[config.mk]
export PLATFORM = sky130hd
export DESIGN_NAME = vidmx_top
export DESIGN_NICKNAME = d
export VERILOG_FILES = /design/src/hw/vidmx_pkg.sv /design/src/hw/vidmx_top.sv /design/src/hw/vidmx_blank.sv
export SDC_FILE = /design/constraint.sdc
export NUM_CORES = 1
export LEC_CHECK = 0
export BUFFER_PORTS_ARGS = -buffer_cell sky130_fd_sc_hd__buf_4
export CORE_ASPECT_RATIO = 0.75
export CORE_MARGIN = 5
export CORE_UTILIZATION = 25
export CTS_CLUSTER_DIAMETER = 100
export DETAILED_ROUTE_END_ITERATION = 16
export MAX_ROUTING_LAYER = met4
export PLACE_DENSITY_LB_ADDON = 0.05
export SYNTH_ARGS = -nofsm -noshare
export SYNTH_HDL_FRONTEND = slang
export SYNTH_HIERARCHICAL = 1
export SYNTH_SLANG_ARGS = --single-unit
[constraint.sdc]
create_clock -name clk -period 1.39 [get_ports clk]
set_input_delay 0.0695 -clock clk [delete_from_list [all_inputs] [get_ports clk]]
set_output_delay 0.0695 -clock clk [all_outputs]
set_load 0.01 [all_outputs]
[src/hw/vidmx_pkg.sv]
// vidmx_pkg: constants for the video input demux and blanking front end
package vidmx_pkg;

  // ------------------------------------------------------------
  // widths
  // ------------------------------------------------------------
  localparam int PORT_W   = 13;  // full data port width
  localparam int NARROW_W = 11;  // width of the fourth port of a group
  localparam int SMP_W    = 10;  // sample width inside the core
  localparam int ADDR_W   = 4;   // register address width
  localparam int DATA_W   = 8;   // register data width

  // ------------------------------------------------------------
  // clock
  // ------------------------------------------------------------
  localparam int CLK_MHZ       = 100;  // system clock rate
  localparam int LINK_CLK_MHZ  = 54;   // single-link input clock rate

  // ------------------------------------------------------------
  // register map (byte addresses)
  // ------------------------------------------------------------
  localparam logic [ADDR_W-1:0] REG_CTRL   = 4'h0;  // control
  localparam logic [ADDR_W-1:0] REG_STATUS = 4'h4;  // status, read only

  // control field positions
  localparam int CTRL_MUXED   = 0;  // input_muxed_sel
  localparam int CTRL_LINK    = 1;  // input_link_count_sel
  localparam int CTRL_PORTDIR = 2;  // port-direction select
  localparam int CTRL_ALTSYNC = 3;  // alt_sync_timing
  localparam int CTRL_BLK_LO  = 4;  // blank_level_sel_lo
  localparam int CTRL_BLK_HI  = 5;  // blank_level_sel_hi
  localparam int CTRL_HVF     = 6;  // timing_flag_out_en
  localparam int CTRL_W       = 7;  // used control bits

  // control reset value: dual-link multiplexed, standard timing
  localparam logic [CTRL_W-1:0] CTRL_RST = 7'h00;

  // status field positions
  localparam int STAT_PHASE   = 0;  // two-bit sample phase
  localparam int STAT_ALIGNED = 2;  // sync edge seen since reset
  localparam int STAT_FMT     = 3;  // two-bit decoded format

  // ------------------------------------------------------------
  // decoded input formats
  // ------------------------------------------------------------
  typedef enum logic [1:0] {
    FMT_DUAL_MUX   = 2'b00,
    FMT_SINGLE_MUX = 2'b01,
    FMT_NON_MUX    = 2'b10
  } vidmx_fmt_t;

  // ------------------------------------------------------------
  // blanking levels per select code: luma, blue, red, key
  // ------------------------------------------------------------
  localparam logic [SMP_W-1:0] LVL_0   = 10'h000;
  localparam logic [SMP_W-1:0] LVL_64  = 10'h040;
  localparam logic [SMP_W-1:0] LVL_512 = 10'h200;

  localparam logic [1:0] BLK_STD  = 2'b00;  // 64,512,512,64
  localparam logic [1:0] BLK_ALL64 = 2'b01; // all 64
  localparam logic [1:0] BLK_ZERO = 2'b10;  // all 0
  localparam logic [1:0] BLK_CHR  = 2'b11;  // 0,512,512,0

  // demux phase codes
  localparam logic [1:0] PH_CB  = 2'h0;  // even blue chroma sample
  localparam logic [1:0] PH_Y0  = 2'h1;
  localparam logic [1:0] PH_CR  = 2'h2;
  localparam logic [1:0] PH_Y1  = 2'h3;  // also key slot in single link

endpackage

[src/hw/vidmx_top.sv]
// vidmx_top: input port mapping, demultiplexer and register port
//
// Our own choices: the address-and-strobe port and the placing of the registers.
`timescale 1ns/100ps
module vidmx_top (
  // clock and reset
  input  wire logic                           clk,
  input  wire logic                           rstn,
  // register port
  input  wire logic [vidmx_pkg::ADDR_W-1:0]   reg_addr,
  input  wire logic [vidmx_pkg::DATA_W-1:0]   reg_wdata,
  input  wire logic                           reg_wr,
  input  wire logic                           reg_rd,
  output logic [vidmx_pkg::DATA_W-1:0]        reg_rdata_q,
  // data ports, first group
  input  wire logic [vidmx_pkg::PORT_W-1:0]   port_p1,
  input  wire logic [vidmx_pkg::PORT_W-1:0]   port_p2,
  input  wire logic [vidmx_pkg::PORT_W-1:0]   port_p3,
  input  wire logic [vidmx_pkg::NARROW_W-1:0] port_p4,
  // data ports, second group
  input  wire logic [vidmx_pkg::PORT_W-1:0]   port_p5,
  input  wire logic [vidmx_pkg::PORT_W-1:0]   port_p6,
  input  wire logic [vidmx_pkg::PORT_W-1:0]   port_p7,
  input  wire logic [vidmx_pkg::NARROW_W-1:0] port_p8,
  // timing strobes
  input  wire logic                           chroma_phase_sync,
  input  wire logic                           line_blank,
  // processed channels
  output logic                                ch_valid_q,
  output logic [vidmx_pkg::SMP_W-1:0]         ch_luma_q,
  output logic [vidmx_pkg::SMP_W-1:0]         ch_blue_q,
  output logic [vidmx_pkg::SMP_W-1:0]         ch_red_q,
  output logic [vidmx_pkg::SMP_W-1:0]         ch_key_q,
  // control to downstream stages
  output logic                                timing_flag_out_en_q
);

  // ------------------------------------------------------------
  // registers
  // ------------------------------------------------------------
  logic [vidmx_pkg::CTRL_W-1:0] ctrl_q;       // control register
  logic                         aligned_q;    // a sync edge was seen
  logic [1:0]                   phase_q;      // demux sample phase
  vidmx_pkg::vidmx_fmt_t        fmt;          // decoded format

  logic input_muxed_sel;
  logic input_link_count_sel;
  logic port_dir_sel;
  logic alt_sync_timing;
  logic blank_level_sel_hi;
  logic blank_level_sel_lo;

  assign input_muxed_sel      = ctrl_q[vidmx_pkg::CTRL_MUXED];
  assign input_link_count_sel = ctrl_q[vidmx_pkg::CTRL_LINK];
  assign port_dir_sel         = ctrl_q[vidmx_pkg::CTRL_PORTDIR];
  assign alt_sync_timing      = ctrl_q[vidmx_pkg::CTRL_ALTSYNC];
  assign blank_level_sel_hi   = ctrl_q[vidmx_pkg::CTRL_BLK_HI];
  assign blank_level_sel_lo   = ctrl_q[vidmx_pkg::CTRL_BLK_LO];

  // control write; software is trusted to keep the muxed bit low in
  // single link and alt timing low for single link, nothing is forced
  always_ff @(posedge clk) begin
    if (!rstn) begin
      ctrl_q <= vidmx_pkg::CTRL_RST;
    end else if (reg_wr && reg_addr == vidmx_pkg::REG_CTRL) begin
      ctrl_q <= reg_wdata[vidmx_pkg::CTRL_W-1:0];
    end
  end

  // downstream output-flag enable is carried as a plain register bit
  always_ff @(posedge clk) begin
    if (!rstn) begin
      timing_flag_out_en_q <= 1'b0;
    end else begin
      timing_flag_out_en_q <= ctrl_q[vidmx_pkg::CTRL_HVF];
    end
  end

  // read data stands one cycle after the read strobe, zero otherwise
  always_ff @(posedge clk) begin
    if (!rstn) begin
      reg_rdata_q <= 8'h00;
    end else if (reg_rd) begin
      unique case (reg_addr)
        vidmx_pkg::REG_CTRL: begin
          reg_rdata_q <= {1'b0, ctrl_q};
        end
        vidmx_pkg::REG_STATUS: begin
          reg_rdata_q <= {3'h0, fmt, aligned_q, phase_q};
        end
        default: begin
          reg_rdata_q <= 8'h00;  // unmapped reads as zero
        end
      endcase
    end else begin
      reg_rdata_q <= 8'h00;
    end
  end

  // ------------------------------------------------------------
  // format decode
  // ------------------------------------------------------------
  // muxed high wins regardless of the link bit
  always_comb begin
    if (input_muxed_sel) begin
      fmt = vidmx_pkg::FMT_NON_MUX;
    end else if (input_link_count_sel) begin
      fmt = vidmx_pkg::FMT_SINGLE_MUX;
    end else begin
      fmt = vidmx_pkg::FMT_DUAL_MUX;
    end
  end

  // ------------------------------------------------------------
  // pin synchronisers
  // ------------------------------------------------------------
  // data and strobes share two stages so they stay aligned
  logic [vidmx_pkg::SMP_W-1:0] lane_s1_q [4];  // first stage
  logic [vidmx_pkg::SMP_W-1:0] lane_s2_q [4];  // second stage
  logic [vidmx_pkg::SMP_W-1:0] lane_pin  [4];  // selected port group
  logic [2:0]                  sync_q;        // sync: two stages and history
  logic [1:0]                  blank_s_q;     // blank: two stages
  logic                        blank_d_q;     // blank aligned to demux

  // port group pick; bits 12..10 are dropped, 8-bit data already sits in 9..2
  always_comb begin
    if (port_dir_sel) begin
      lane_pin[0] = port_p5[vidmx_pkg::SMP_W-1:0];
      lane_pin[1] = port_p6[vidmx_pkg::SMP_W-1:0];
      lane_pin[2] = port_p7[vidmx_pkg::SMP_W-1:0];
      lane_pin[3] = port_p8[vidmx_pkg::SMP_W-1:0];
    end else begin
      lane_pin[0] = port_p1[vidmx_pkg::SMP_W-1:0];
      lane_pin[1] = port_p2[vidmx_pkg::SMP_W-1:0];
      lane_pin[2] = port_p3[vidmx_pkg::SMP_W-1:0];
      lane_pin[3] = port_p4[vidmx_pkg::SMP_W-1:0];
    end
  end

  // one two-stage synchroniser per core lane
  for (genvar i = 0; i < 4; i++) begin : g_lane
    always_ff @(posedge clk) begin
      if (!rstn) begin
        lane_s1_q[i] <= 10'h000;
        lane_s2_q[i] <= 10'h000;
      end else begin
        lane_s1_q[i] <= lane_pin[i];
        lane_s2_q[i] <= lane_s1_q[i];
      end
    end
  end

  // strobe synchronisers; only the second stage and the sync history stage are looked at
  always_ff @(posedge clk) begin
    if (!rstn) begin
      sync_q    <= 3'h0;
      blank_s_q <= 2'h0;
      blank_d_q <= 1'b0;
    end else begin
      sync_q    <= {sync_q[1:0], chroma_phase_sync};
      blank_s_q <= {blank_s_q[0], line_blank};
      blank_d_q <= blank_s_q[1];
    end
  end

  // ------------------------------------------------------------
  // phase alignment
  // ------------------------------------------------------------
  logic sync_fall;  // sync high-to-low, same cycle as the even blue sample
  logic sync_rise;  // sync low-to-high, used by the alternate timing
  logic realign;    // phase restart request

  assign sync_fall = sync_q[2] & ~sync_q[1];
  assign sync_rise = ~sync_q[2] & sync_q[1];
  // alternate timing takes the coprocessor line sync, whose rising edge
  // marks the blue sample; only meaningful for 4:2:2 or dual link
  assign realign = alt_sync_timing ? sync_rise : sync_fall;

  // phase counts freely and is held in step until the next edge
  always_ff @(posedge clk) begin
    if (!rstn) begin
      phase_q <= vidmx_pkg::PH_CB;
    end else if (realign) begin
      phase_q <= vidmx_pkg::PH_Y0;
    end else begin
      phase_q <= phase_q + 2'h1;
    end
  end

  // the edge sample itself is phase zero
  logic [1:0] phase;
  assign phase = realign ? vidmx_pkg::PH_CB : phase_q;

  always_ff @(posedge clk) begin
    if (!rstn) begin
      aligned_q <= 1'b0;
    end else if (realign) begin
      aligned_q <= 1'b1;
    end
  end

  // ------------------------------------------------------------
  // demultiplexer
  // ------------------------------------------------------------
  logic [vidmx_pkg::SMP_W-1:0] cb_q;    // latest blue chroma
  logic [vidmx_pkg::SMP_W-1:0] cr_q;    // latest red chroma
  logic [vidmx_pkg::SMP_W-1:0] y_q;     // latest luma, single link
  logic [vidmx_pkg::SMP_W-1:0] dm_luma_q;
  logic [vidmx_pkg::SMP_W-1:0] dm_blue_q;
  logic [vidmx_pkg::SMP_W-1:0] dm_red_q;
  logic [vidmx_pkg::SMP_W-1:0] dm_key_q;
  logic                        dm_valid_q;

  // chroma and luma capture from lane one by phase
  always_ff @(posedge clk) begin
    if (!rstn) begin
      cb_q <= 10'h000;
      cr_q <= 10'h000;
      y_q  <= 10'h000;
    end else if (fmt != vidmx_pkg::FMT_NON_MUX) begin
      unique case (phase)
        vidmx_pkg::PH_CB: begin
          cb_q <= lane_s2_q[0];
        end
        vidmx_pkg::PH_Y0: begin
          y_q <= lane_s2_q[0];
        end
        vidmx_pkg::PH_CR: begin
          cr_q <= lane_s2_q[0];
        end
        vidmx_pkg::PH_Y1: begin
          y_q <= lane_s2_q[0];
        end
      endcase
    end
  end

  // channel assembly; a luma slot completes a pixel in dual link,
  // the fourth slot completes one in single link
  always_ff @(posedge clk) begin
    if (!rstn) begin
      dm_valid_q <= 1'b0;
      dm_luma_q  <= 10'h000;
      dm_blue_q  <= 10'h000;
      dm_red_q   <= 10'h000;
      dm_key_q   <= 10'h000;
    end else begin
      unique case (fmt)
        vidmx_pkg::FMT_NON_MUX: begin
          dm_valid_q <= 1'b1;
          dm_luma_q  <= lane_s2_q[0];
          dm_blue_q  <= lane_s2_q[1];
          dm_red_q   <= lane_s2_q[2];
          dm_key_q   <= lane_s2_q[3];
        end
        vidmx_pkg::FMT_SINGLE_MUX: begin
          dm_valid_q <= (phase == vidmx_pkg::PH_Y1);
          dm_luma_q  <= y_q;
          dm_blue_q  <= cb_q;
          dm_red_q   <= cr_q;
          dm_key_q   <= lane_s2_q[0];
        end
        default: begin
          dm_valid_q <= phase[0];
          dm_luma_q  <= lane_s2_q[0];
          dm_blue_q  <= cb_q;
          dm_red_q   <= (phase == vidmx_pkg::PH_Y1) ? cr_q : dm_red_q;
          dm_key_q   <= lane_s2_q[3];
        end
      endcase
    end
  end

  // ------------------------------------------------------------
  // blanking stage
  // ------------------------------------------------------------
  // demux output goes straight into blanking before anything else
  vidmx_blank u_blank (
    .clk         (clk),
    .rstn        (rstn),
    .level_sel   ({blank_level_sel_hi, blank_level_sel_lo}),
    .blank       (blank_d_q),
    .in_valid    (dm_valid_q),
    .in_luma     (dm_luma_q),
    .in_blue     (dm_blue_q),
    .in_red      (dm_red_q),
    .in_key      (dm_key_q),
    .out_valid_q (ch_valid_q),
    .out_luma_q  (ch_luma_q),
    .out_blue_q  (ch_blue_q),
    .out_red_q   (ch_red_q),
    .out_key_q   (ch_key_q)
  );

endmodule

[src/hw/vidmx_blank.sv]
// vidmx_blank: line-blanking stage forcing all four channels to a level set
`timescale 1ns/100ps
module vidmx_blank (
  // clock and reset
  input  wire logic                           clk,
  input  wire logic                           rstn,
  // control
  input  wire logic [1:0]                     level_sel,
  input  wire logic                           blank,
  // samples in
  input  wire logic                           in_valid,
  input  wire logic [vidmx_pkg::SMP_W-1:0]    in_luma,
  input  wire logic [vidmx_pkg::SMP_W-1:0]    in_blue,
  input  wire logic [vidmx_pkg::SMP_W-1:0]    in_red,
  input  wire logic [vidmx_pkg::SMP_W-1:0]    in_key,
  // samples out
  output logic                                out_valid_q,
  output logic [vidmx_pkg::SMP_W-1:0]         out_luma_q,
  output logic [vidmx_pkg::SMP_W-1:0]         out_blue_q,
  output logic [vidmx_pkg::SMP_W-1:0]         out_red_q,
  output logic [vidmx_pkg::SMP_W-1:0]         out_key_q
);

  // ------------------------------------------------------------
  // level lookup
  // ------------------------------------------------------------
  logic [vidmx_pkg::SMP_W-1:0] lvl_y;  // luma and key level
  logic [vidmx_pkg::SMP_W-1:0] lvl_c;  // chroma level

  // luma/key and chroma levels for each select code
  always_comb begin
    unique case (level_sel)
      vidmx_pkg::BLK_STD: begin
        lvl_y = vidmx_pkg::LVL_64;
        lvl_c = vidmx_pkg::LVL_512;
      end
      vidmx_pkg::BLK_ALL64: begin
        lvl_y = vidmx_pkg::LVL_64;
        lvl_c = vidmx_pkg::LVL_64;
      end
      vidmx_pkg::BLK_ZERO: begin
        lvl_y = vidmx_pkg::LVL_0;
        lvl_c = vidmx_pkg::LVL_0;
      end
      vidmx_pkg::BLK_CHR: begin
        lvl_y = vidmx_pkg::LVL_0;
        lvl_c = vidmx_pkg::LVL_512;
      end
    endcase
  end

  // ------------------------------------------------------------
  // output stage
  // ------------------------------------------------------------
  // blank replaces every channel; otherwise samples pass as they are
  always_ff @(posedge clk) begin
    if (!rstn) begin
      out_valid_q <= 1'b0;
      out_luma_q  <= 10'h000;
      out_blue_q  <= 10'h000;
      out_red_q   <= 10'h000;
      out_key_q   <= 10'h000;
    end else begin
      out_valid_q <= in_valid;
      out_luma_q  <= blank ? lvl_y : in_luma;
      out_blue_q  <= blank ? lvl_c : in_blue;
      out_red_q   <= blank ? lvl_c : in_red;
      out_key_q   <= blank ? lvl_y : in_key;
    end
  end

endmodule

Word level (Yosys, flattened, before mapping). Memories as Yosys holds them, arrays and structs flattened. Cells that the tools add are included.

Register bits: 137. Bits in writable memories: 80. Memories kept: 2.

Memory list: lane_s1_q (words 4, bits a word 10, read ports 4, clocked after Yosys merged registers in 0, write ports 4, RTL line vidmx_top.sv:118) `logic [vidmx_pkg::SMP_W-1:0] lane_s1_q [4];`; lane_s2_q (words 4, bits a word 10, read ports 4, clocked after Yosys merged registers in 0, write ports 4, RTL line vidmx_top.sv:119) `logic [vidmx_pkg::SMP_W-1:0] lane_s2_q [4];`.

Add/sub/neg operators: 1. Equality and inequality tests: 10. Mux-type cells: 29. Bitwise operators: 13. Reductions and logical operators: 14.

Operators with widths (number): 10-bit 2-to-1 mux (16); 40-bit 2-to-1 mux (1); 10-bit case mux with 2 select lines (2); 10-bit case mux with 3 select lines (1); 7-bit case mux with 2 select lines (1); 2-bit == test (second input constant) (5); 2-bit OR reduction (5); 1-bit OR (8); 2-bit AND reduction (4); 2-bit by 1-bit == test with 1-bit output (second input constant) (3); 1-bit 2-to-1 mux (5); 4-bit by 3-bit == test with 1-bit output (second input constant) (1); 2-bit zero test (2); 4-bit zero test (1); 2-bit 2-to-1 mux (2); 1-bit NOT (3); 3-bit nonzero test (1); 2-bit by 1-bit adder with 2-bit output (second input constant) (1); 1-bit bitwise AND (2); 2-bit inequality test (second input constant) (1); 1-bit case mux with 2 select lines (1); 1-bit logical AND (1).

Depth between registers and ports, before layout. Gate-level depths: netlist of the first run.

Depth after elaboration: 7. Gate-level depth with buffers: 5. Depth with buffers taken out: 4.

Cells and area by module. Netlist of the first run, hierarchy kept.

By module, submodules not included: vidmx_top (times used 1, cells each 601, area an instance 6090.8 um^2, sequential area each 3503.4 um^2); vidmx_blank (times used 1, cells each 101, area an instance 1272.5 um^2, sequential area each 820.8 um^2).

Worst setup path after synthesis of the first run. OpenSTA, ideal clock, no wires.

Path type: reg2reg. Start point: reg ctrl_q[3] (netlist bit). End point: reg dm_red_q[2] (netlist bit). Library setup time: 134 ps. Arrival time: 1299 ps. Data required time: 1256 ps. Setup slack: -43 ps. Stages on the path, launching flop included: 6. Path buffers: 2. Clock period less this slack: 1433 ps. Path through: dfxtp_1 > or3b_1 > buf_2 > buf_2 > a311oi_1 > a211oi_1.

Word-level cells in the longest chain between the ends: 4.

RTL lines: from (decl) (RTL line vidmx_top.sv:41) `logic [vidmx_pkg::CTRL_W-1:0] ctrl_q;`; from (signal assigned) (RTL line vidmx_top.sv:64) `ctrl_q <= vidmx_pkg::CTRL_RST;`; from (signal assigned) (RTL line vidmx_top.sv:66) `ctrl_q <= reg_wdata[vidmx_pkg::CTRL_W-1:0];`; 1-bit 2-to-1 mux (RTL line vidmx_top.sv:177) `assign realign = alt_sync_timing ? sync_rise : sync_fall;`; 2-bit 2-to-1 mux (RTL line vidmx_top.sv:192) `assign phase = realign ? vidmx_pkg::PH_CB : phase_q;`; 2-bit == test (RTL line vidmx_top.sv:267) `dm_red_q <= (phase == vidmx_pkg::PH_Y1) ? cr_q : dm_red_q;`; 3-bit nonzero test (no line); to (signal assigned) (RTL line vidmx_top.sv:253) `dm_red_q <= lane_s2_q[2];`; to (signal assigned) (RTL line vidmx_top.sv:260) `dm_red_q <= cr_q;`; to (signal assigned) (RTL line vidmx_top.sv:267); to (decl) (RTL line vidmx_top.sv:210) `logic [vidmx_pkg::SMP_W-1:0] dm_red_q;`.

Every way passes these cells. A chain may end at the register's enable or synchronous reset.

Final worst setup path of the first run.
Start point: reg ctrl_q[3] (netlist bit). End point: reg dm_red_q[6] (netlist bit).

Same word-level chain as after synthesis.

==> key figures, run 1 <==
Status
  – Outcome: finished with violations
  – Failing checks: setup timing

Layout
  – Antenna Cells: 0
  – Syn-to-layout area delta: 49.5%
  – Filler cell count: 2,886
  – Final Util: 0.379
  – Layout cell share with drive strength beyond 1: 0.299
  – Net count, final: 1,079

Detailed routing
  – Number of DRC markers in iteration 0: 223
  – Routed vias/inst: 4.14
  – Pre-Repair DR Iteration Count: 4
  – WL final: 21,100 um
  – ANT nets after route: 0
  – Max Used Layer: met4
  – DR DRC count: 0
  – DRT met1 WL: 10,900 um
  – Routed length on met3: 956 um
  – Metal2 WL: 8810 um
  – WL per Instance: 15.5 um
  – Via Count: 5,656

Clocking
  – Skew-Pair Late Insertion Delay: 520 ps
  – CTS sink count: 216
  – Clk slew on worst S/H paths: 60 ps
  – CTS tree: built
  – Clock Path Buffers: 3
  – CTS buffer count: 24
  – CTS HTree Levels: 1
  – CTS root buf: clkbuf_16

Logic synthesis
  – Most used DFF post-synth: dfxtp_1
  – Syn Area/Cell: 10.5 sq um
  – Yosys warns: 6
  – Fraction of synthesized area in multiplexers: 0.117
  – Synth unique cells: 43
  – Synth Area in Simple Gates: 0.184
  – Adder-cell share of the synthesized area: 0.00510
  – Mapped Cells: 702
  – Netlist Area Pre-Place: 7360 sq um
  – Synth Area in Compound Gates: 0.0693
  – Proportion of synthesized chip area in sequential cells: 0.587
  – Number of flops mapped to enable cells by yosys: 0
  – Combinational family with the most area after synthesis: simple AND/OR/NAND/NOR gates
  – Post-synth ARST share: 0
  – XOR/XNOR share of the synthesized area: 0.00119
  – Seq cells post-synth: 216
  – Syn_nets: 823

Timing
  – Hold Slack: 62.4 ps
  – Slew at the pin closest to its max-slew limit: 612 ps
  – Setup Total Neg Slack: -194 ps
  – Count of final hold-check violations: 0
  – RSZ-0062 raised after global routing: yes
  – Achievable Freq: 0.697 GHz
  – Setup violators final: 12
  – Final Slew Violations: 0
  – Final min period: 1430 ps
  – Slack of the critical path: -44.0 ps
  – Fin crit share: 1.03
  – Slew HR: 0.591
  – Max Clock Skew: 18.5 ps

Flow run
  – Max-cap violation count: 0

Global routing
  – Grt ovf: 0
  – Vias in the first global route: 6,064
  – First-pass GRT wire length: 33,700 um
  – Initial antenna violation count: 1
  – Total GRT Usage: 0.130
  – Largest net degree at the start of global routing: 76

Floorplanning
  – # rows: 54
  – Starting Density: 0.253
  – IO Pins: 168
  – Die H: 159 um
  – Core Footprint: 29,100 sq um
  – Die area: 33,000 sq um
  – Die X: 208 um

Setup path
  – CP delay by family, top: simple AND/OR/NAND/NOR gates
  – CP max FO: 9
  – CP max-delay cell: or3b_4
  – Reg-to-Reg Start: ctrl_q[3]
  – Worst R2R Path Depth: 4
  – CP Capture Type: register
  – CP arrival: 1830 ps
  – Critical Path RT: 1780 ps
  – Type of the worst setup path: reg -> reg
  – R2R Setup Slk: -40 ps
  – Crit-path max cell delay: 460 ps
  – R2R Path End: dm_red_q[6]
  – CP Cell Sequence: or3b_4 > buf_6 > a311oi_2 > a211oi_2
  – Startpoint Class: register
  – Worst path buffer plus inverter count: 1

Placed design
  – Routability congestion estimate from global placement: 0.764
  – Detailed placement HPWL: 14,200 um
  – Placement Setup Slack: -188 ps
  – Port-buffer cells: 145

Min path
  – Hold Path End: reg_rdata_q[6]
  – Worst Hold Class: in -> reg
  – Hold depth: 4
  – HP Start: reg_addr[2]

Pwr
  – Peak supply drop: 0.632 mV
  – Power Density: 1250 nW/um^2
  – Leakage power: 4.51 nW
  – Final Power: 13.8 mW
## registers in the layout (all words and copies together) (netlist names), 2 cells and up
register            cells
lane_s1_q              40
ctrl_q                  7
cb_q                   10
cr_q                   10
dm_red_q               10
u_blank/out_key_q      10
reg_rdata_q             7
u_blank/out_red_q      10
phase_q                 2
dm_blue_q              10
lane_s2_q              40
dm_key_q               10
dm_luma_q              10
sync_q                  3
u_blank/out_blue_q     10
y_q                    10
u_blank/out_luma_q     10
blank_s_q               2
## cells by family (layout without fill, tap and decap cells)
group	Yosys count	after routing
fa+ha+maj	3	3
mux	86	86
simple gates	264	264
compound gates	76	76
other cells	1	1
xor+xnor	1	1
buf+inv	55	327
flops	216	216
## metrics by stage
| stage | cells | instance area [sq um] |
|---|---|---|
| global placement | 1227 | 9160 |
| finish | 1366 | 11000 |
| floorplan | 702 | 7430 |
| CTS | 1364 | 10900 |
| global route | 1366 | 11000 |
| detailed placement | 1227 | 9160 |
## Yosys cell counts (7+ instances only)
master / instances / share of area
nand2_1: 85 / 0.043
a21oi_1: 30 / 0.020
o31ai_1: 10 / 0.010
and2_1: 53 / 0.045
nand2b_1: 7 / 0.0059
buf_2: 9 / 0.0061
and2_2: 30 / 0.031
nand4_1: 12 / 0.010
clkbuf_1: 30 / 0.015
a311oi_1: 10 / 0.012
a211oi_1: 10 / 0.010
dfxtp_1: 216 / 0.59
nor2_1: 58 / 0.030
mux2i_1: 86 / 0.12
## placed cells by master, fill, tap and decap left out, types with 3 or more instances in the layout
cell type and count:
and2_2 31, dfxtp_1 213, a311oi_2 10, and2_1 52, nand2_1 85, a211oi_2 8
nand2b_1 6, clkbuf_1 4, nand4_1 12, a21oi_1 29, a22oi_1 5, buf_12 9
nor2_1 58, mux2i_1 86, nor2b_1 3, dfxtp_2 3, buf_4 171, ha_1 3
clkinv_2 8, o31ai_1 10, clkbuf_16 24, buf_6 6, dlygate4sd3_1 95, a21boi_0 4
## repair_timing
action,in CTS,in global routing
resized for setup,17,14
pin swaps,4,2
setup buffers,1,0
setup endpoints to repair,31,41
hold buffers,93,2
cloned,1,0
hold endpoints to repair,59,4
## where the power goes
part	switching, mW	internal [mW]
clock network	2.50	3.60
logic	0.494	0.691
registers	0.106	6.42
## layout make-up
class | count | area (sq um) | share of cell area
Sequential cell | 216 | 4330 | 0.393
Multi-Input combinational cell | 431 | 2920 | 0.266
Timing Repair Buffer | 282 | 2500 | 0.227
Clock buffer | 29 | 629 | 0.0572
Tap cell | 392 | 490 | 0.0445
Clock inverter | 13 | 131 | 0.0119
Inverter | 3 | 11.3 | 0.00102
## how the worst max path moves through the flow
stage               from          end  slack (ps)  cells after the start
6_report       ctrl_q[3]  dm_red_q[6]         -40                      4
5_1_grt        ctrl_q[3]      cb_q[2]         -90                      4
4_1_cts        ctrl_q[3]      cb_q[5]         -40                      4
3_5_place_dp   sync_q[1]  dm_red_q[0]        -190                      4
3_3_place_gp   sync_q[1]  dm_red_q[0]        -110                      4
2_1_floorplan  sync_q[1]      cb_q[7]         -30                      5
## metal layers
metal,GRT usage,vias to the layer above
met5,-,-
met4,0.0313,0
met3,0.0260,31
met2,0.192,151
met1,0.185,2621
li1,-,2853
## worst register-to-register path, stage by stage (launching register included)
cell and delay [ps]:
dfxtp_1 310, or3b_4 460, buf_6 180, a311oi_2 290, a211oi_2 70
(Power assumes the default switching activity.)
==> run 2: changes to the inputs <==
- CORE_ASPECT_RATIO: 0.75 -> 0.6
==> run 2 against run 1 <==
Against the previous run:
- the run still ends with setup timing left
- hold slack lost 26 ps
- clock skew shrank 7.6 ps
- critical path depth did not move
- highest routed layer unchanged
==> key figures, run 2 (synthesized netlist as in run 1, its figures left out) <==
Clocking
  – CTS root buf: clkbuf_16
  – Clock Path Buffers: 3
  – Skew-Pair Late Insertion Delay: 510 ps
  – CTS buffer count: 22
  – CTS HTree Levels: 1
  – Clk slew on worst S/H paths: 60 ps
  – CTS tree: built
  – CTS sink count: 216

Min path
  – Worst Hold Class: in -> reg
  – HP Start: reg_wr

Detailed routing
  – Number of DRC markers in iteration 0: 242
  – DR DRC count: 0
  – WL per Instance: 16.0 um
  – Via Count: 5,634
  – Pre-Repair DR Iteration Count: 4
  – Routed vias/inst: 4.09
  – WL final: 22,000 um
  – ANT nets after route: 0

Timing
  – Slack of the critical path: -75.7 ps
  – Fin crit share: 1.05
  – Max Clock Skew: 10.9 ps
  – Final Slew Violations: 0
  – Setup Total Neg Slack: -827 ps
  – Count of final hold-check violations: 0
  – Slew HR: 0.655
  – Final min period: 1470 ps
  – Slew at the pin closest to its max-slew limit: 517 ps
  – RSZ-0062 raised after global routing: yes
  – Achievable Freq: 0.682 GHz
  – Setup violators final: 25

Global routing
  – Total GRT Usage: 0.133
  – Vias in the first global route: 6,007
  – First-pass GRT wire length: 33,900 um
  – Grt ovf: 0
  – Largest net degree at the start of global routing: 86
  – Initial antenna violation count: 2

Pwr
  – Seq pwr share: 0.474
  – Clock Power Share: 0.439
  – Psw: 3.05 mW
  – Final Power: 13.8 mW
  – Int Power: 10.7 mW
  – Switching Share: 0.222
  – Power Density: 1240 nW/um^2
  – Comb pwr share: 0.087
  – Leakage power: 4.52 nW
  – Peak supply drop: 0.754 mV

Setup path
  – CP max FO: 6
  – Type of the worst setup path: reg -> reg
  – Critical Path RT: 1820 ps
  – CP arrival: 1900 ps
  – Startpoint Class: register
  – CP Capture Type: register
  – Reg-to-Reg Start: sync_q[2]
  – Crit path from: sync_q[2]

Flow run
  – Max-cap violation count: 0

Floorplanning
  – Die H: 143 um
  – # rows: 48
  – Die X: 232 um
  – Die area: 33,100 sq um
  – Starting Density: 0.255
  – Core Footprint: 28,900 sq um
  – IO Pins: 168

Layout
  – Most common cell after layout, fill and taps aside: dfxtp_1
  – Syn-to-layout area delta: 50.3%
  – Most frequent cells in the layout: 213 x dfxtp_1, 175 x buf_4, 94 x dlygate4sd3_1
  – Net count, final: 1,081
  – Filler cell count: 2,829
  – Layout cell share with drive strength beyond 1: 0.304
  – Largest registers: lane_s1_q: 40 flops, lane_s2_q: 40 flops

Placed design
  – Placement Setup Slack: -240 ps
  – Port-buffer cells: 145
  – Detailed placement HPWL: 14,700 um
  – Routability congestion estimate from global placement: 0.750

Status
  – Failing checks: setup timing
  – Outcome: finished with violations
[run 2: changes by cell type in the layout (fill, tap and decap cells not counted), sizes merged]
cell	delta
clkbuf	+2
diode	+2
nor2b	+1
dlygate4sd3	-1
buf	+4
inv	-1
clkinv	-5
[run 2: worst paths after layout]
path                           endpoint  slack, ps  depth (start not counted)
setup / recovery                cb_q[7]        -80                          4
hold / removal                ctrl_q[2]         40                          3
setup reg to reg                cb_q[7]        -80                          4
hold reg to reg   u_blank/out_luma_q[7]        430                          1
[run 2: final cells by class]
| class | instances | area [sq um] | share of cell area |
|---|---|---|---|
| antenna | 2 | 5.00 | 0.000452 |
| clock buffer | 31 | 644 | 0.0582 |
| clock inverter | 7 | 101 | 0.00916 |
| inverter | 3 | 12.5 | 0.00113 |
| multi-input combinational | 432 | 2960 | 0.267 |
| sequential | 216 | 4330 | 0.391 |
| tap | 400 | 500 | 0.0452 |
| timing repair buffer | 285 | 2520 | 0.227 |
[run 2: routing by layer]
layer / part of all wire / GRT usage
met5: 0 / -
met4: 0.023 / 0.0314
met3: 0.042 / 0.0250
met2: 0.40 / 0.187
met1: 0.54 / 0.196
[run 2: power by group through the flow]
stage | Clock, mW | Combinational [mW] | Sequential (mW)
floorplan | 0 | 0.476 | 6.62
global placement | 0 | 0.910 | 6.66
detailed placement | 0 | 0.924 | 6.67
CTS | 6.26 | 1.18 | 6.53
global route | 6.52 | 1.31 | 6.55
finish | 6.03 | 1.20 | 6.53
[run 2: through the flow]
stage / instance area (sq um) / utilization / std cells / hold WS, ps
CTS: 11000 / 0.380 / 1373 / 20.9
detailed placement: 9180 / 0.318 / 1236 / 294
global placement: 9180 / 0.318 / 1236 / 288
floorplan: 7430 / - / 702 / 187
finish: 11100 / 0.383 / 1376 / 36.4
global route: 11100 / 0.383 / 1376 / 61.7
[run 2: repair_timing]
item | 4_1_cts | 5_1_grt
buffers inserted | 4 | 0
gates resized for setup | 17 | 18
endpoints found under the setup margin | 31 | 67
hold buffers | 94 | 0
hold endpoints to repair | 65 | 0
pin swaps | 4 | 15
cloned | 1 | 1
[run 2: worst max-delay path, cell delays in order, from the launching register on]
cell and delay [ps]:
dfxtp_2 340, or3b_4 460, a31oi_4 220, buf_6 180, mux2i_1 190
==> run 3: changes to the inputs <==
- clock period: 1.39 -> 1.2 ns (I/O delays scaled with it)
==> run 3 against run 2 <==
Against the previous run:
- the flow still finishes with violations (setup timing)
- fmax up 1.4%
- final area up 5.2%
- critical path depth unchanged
- clock skew about the same
- final cell count up 2.0%
- hold slack better by 17 ps
- clock power up 14%
- core utilization up 2.0 points
- global-route usage up 1.1 points
- first-iteration DRC count up 15%
- non-clock buffer count up 28
- via count up 3.9%
==> key figures, run 3 (synthesized netlist as in run 1, its figures left out) <==
Placed design
  – Port-buffer cells: 145
  – Detailed placement HPWL: 15,500 um
  – Routability congestion estimate from global placement: 0.753
  – Placed Instances: 1,250
  – Placement Setup Slack: -349 ps
  – Area post-placement: 9320 sq um

Global routing
  – Largest net degree at the start of global routing: 44
  – Total GRT Usage: 0.144
  – Initial antenna violation count: 4
  – Grt ovf: 0
  – First-pass GRT wire length: 36,100 um
  – Vias in the first global route: 6,146

Detailed routing
  – ANT nets after route: 0
  – Number of DRC markers in iteration 0: 278
  – Via Count: 5,855
  – Routed vias/inst: 4.17
  – Pre-Repair DR Iteration Count: 6
  – DR DRC count: 0
  – WL per Instance: 17.3 um
  – WL final: 24,300 um

Floorplanning
  – # rows: 48
  – Core Footprint: 28,900 sq um
  – Die X: 232 um
  – Die area: 33,100 sq um
  – Die H: 143 um
  – IO Pins: 168
  – Starting Density: 0.255

Setup path
  – Critical Path RT: 1630 ps
  – R2R Setup Slk: -250 ps
  – CP max FO: 6
  – Type of the worst setup path: reg -> reg
  – Worst R2R Path Depth: 4
  – Startpoint Class: register
  – Critical path endpoint: cb_q[5]
  – CP Capture Type: register
  – CP arrival: 1880 ps
  – R2R Path End: cb_q[5]
  – Reg-to-Reg Start: sync_q[1]
  – Crit path from: sync_q[1]

Timing
  – Setup violators final: 54
  – RSZ-0062 raised after global routing: yes
  – Final min period: 1450 ps
  – Count of final hold-check violations: 0
  – Setup Total Neg Slack: -7620 ps
  – Max Clock Skew: 11.2 ps
  – Final Slew Violations: 0
  – Slack of the critical path: -246 ps
  – Fin crit share: 1.20
  – Achievable Freq: 0.692 GHz
  – Hold Slack: 53.2 ps

Layout
  – Most common cell after layout, fill and taps aside: dfxtp_1
  – Filler cell count: 2,776
  – Final Util: 0.403
  – Layout cell share with drive strength beyond 1: 0.373
  – Largest registers: lane_s1_q: 40 flops, lane_s2_q: 40 flops
  – Register area: 4340 sq um
  – Area of the multi-input gates: 3190 sq um
  – Final Cell Area: 11,600 sq um
  – Net count, final: 1,109
  – Most frequent cells in the layout: 210 x dfxtp_1, 186 x buf_4, 92 x dlygate4sd3_1
  – Syn-to-layout area delta: 58.1%
  – Final cell count without fillers: 1,404

Clocking
  – Clk slew on worst S/H paths: 60 ps
  – Clock Path Buffers: 3
  – CTS buffer count: 22
  – Skew-Pair Late Insertion Delay: 510 ps
  – CTS root buf: clkbuf_16
  – CTS sink count: 216
  – CTS HTree Levels: 1
  – CTS tree: built

Min path
  – Worst Hold Class: in -> reg

Pwr
  – Peak supply drop: 0.843 mV
  – Leakage power: 4.89 nW
  – Final Power: 16.0 mW
  – Power Density: 1370 nW/um^2

Status
  – Outcome: finished with violations
  – Failing checks: setup timing

Flow run
  – Max-cap violation count: 0
[run 3: critical path, cell delays in order, from the launching register on]
cell and delay [ps]:
dfxtp_2 330, or3b_4 450, a31oi_4 200, buf_6 170, mux2i_2 210
[run 3: per-layer routing]
layer | routed length [um] | global-route usage | up-vias
met2 | 9820 | 0.199 | 148
met4 | 402 | 0.0301 | 0
met3 | 1340 | 0.0300 | 25
met5 | 0 | - | -
met1 | 12700 | 0.215 | 2761
li1 | - | - | 2921
[run 3: report_power, final]
part | leakage [nW] | switching, mW | internal [mW]
Combinational | 2.76 | 0.641 | 0.873
Sequential | 1.77 | 0.142 | 7.43
Clock | 0.360 | 2.82 | 4.08
[run 3: worst min-delay path by stage]
stage	start	to	slack [ps]	cells past startpoint
2_1_floorplan	rstn	u_blank/out_luma_q[6]	180	1
3_3_place_gp	chroma_phase_sync	sync_q[0]	280	2
3_5_place_dp	chroma_phase_sync	sync_q[0]	280	2
4_1_cts	reg_addr[2]	reg_rdata_q[6]	20	4
5_1_grt	reg_addr[2]	reg_rdata_q[6]	50	4
6_report	reg_addr[1]	reg_rdata_q[6]	50	4
[run 3: area by class of cell]
type | count | share of cell area
Antenna cell | 1 | 0.000215
Multi-Input combinational cell | 432 | 0.274
Clock inverter | 7 | 0.00559
Sequential cell | 216 | 0.373
Timing Repair Buffer | 313 | 0.246
Tap cell | 400 | 0.0430
Clock buffer | 32 | 0.0575
Inverter | 3 | 0.000967
[run 3: what timing repair did]
action                                 CTS  global route
setup endpoints to repair               88            86
endpoints found under the hold margin   60             0
setup buffers                           12             5
pin swaps                               15            16
resized for setup                       54            64
cloned                                   6             3
hold buffers                            93             0
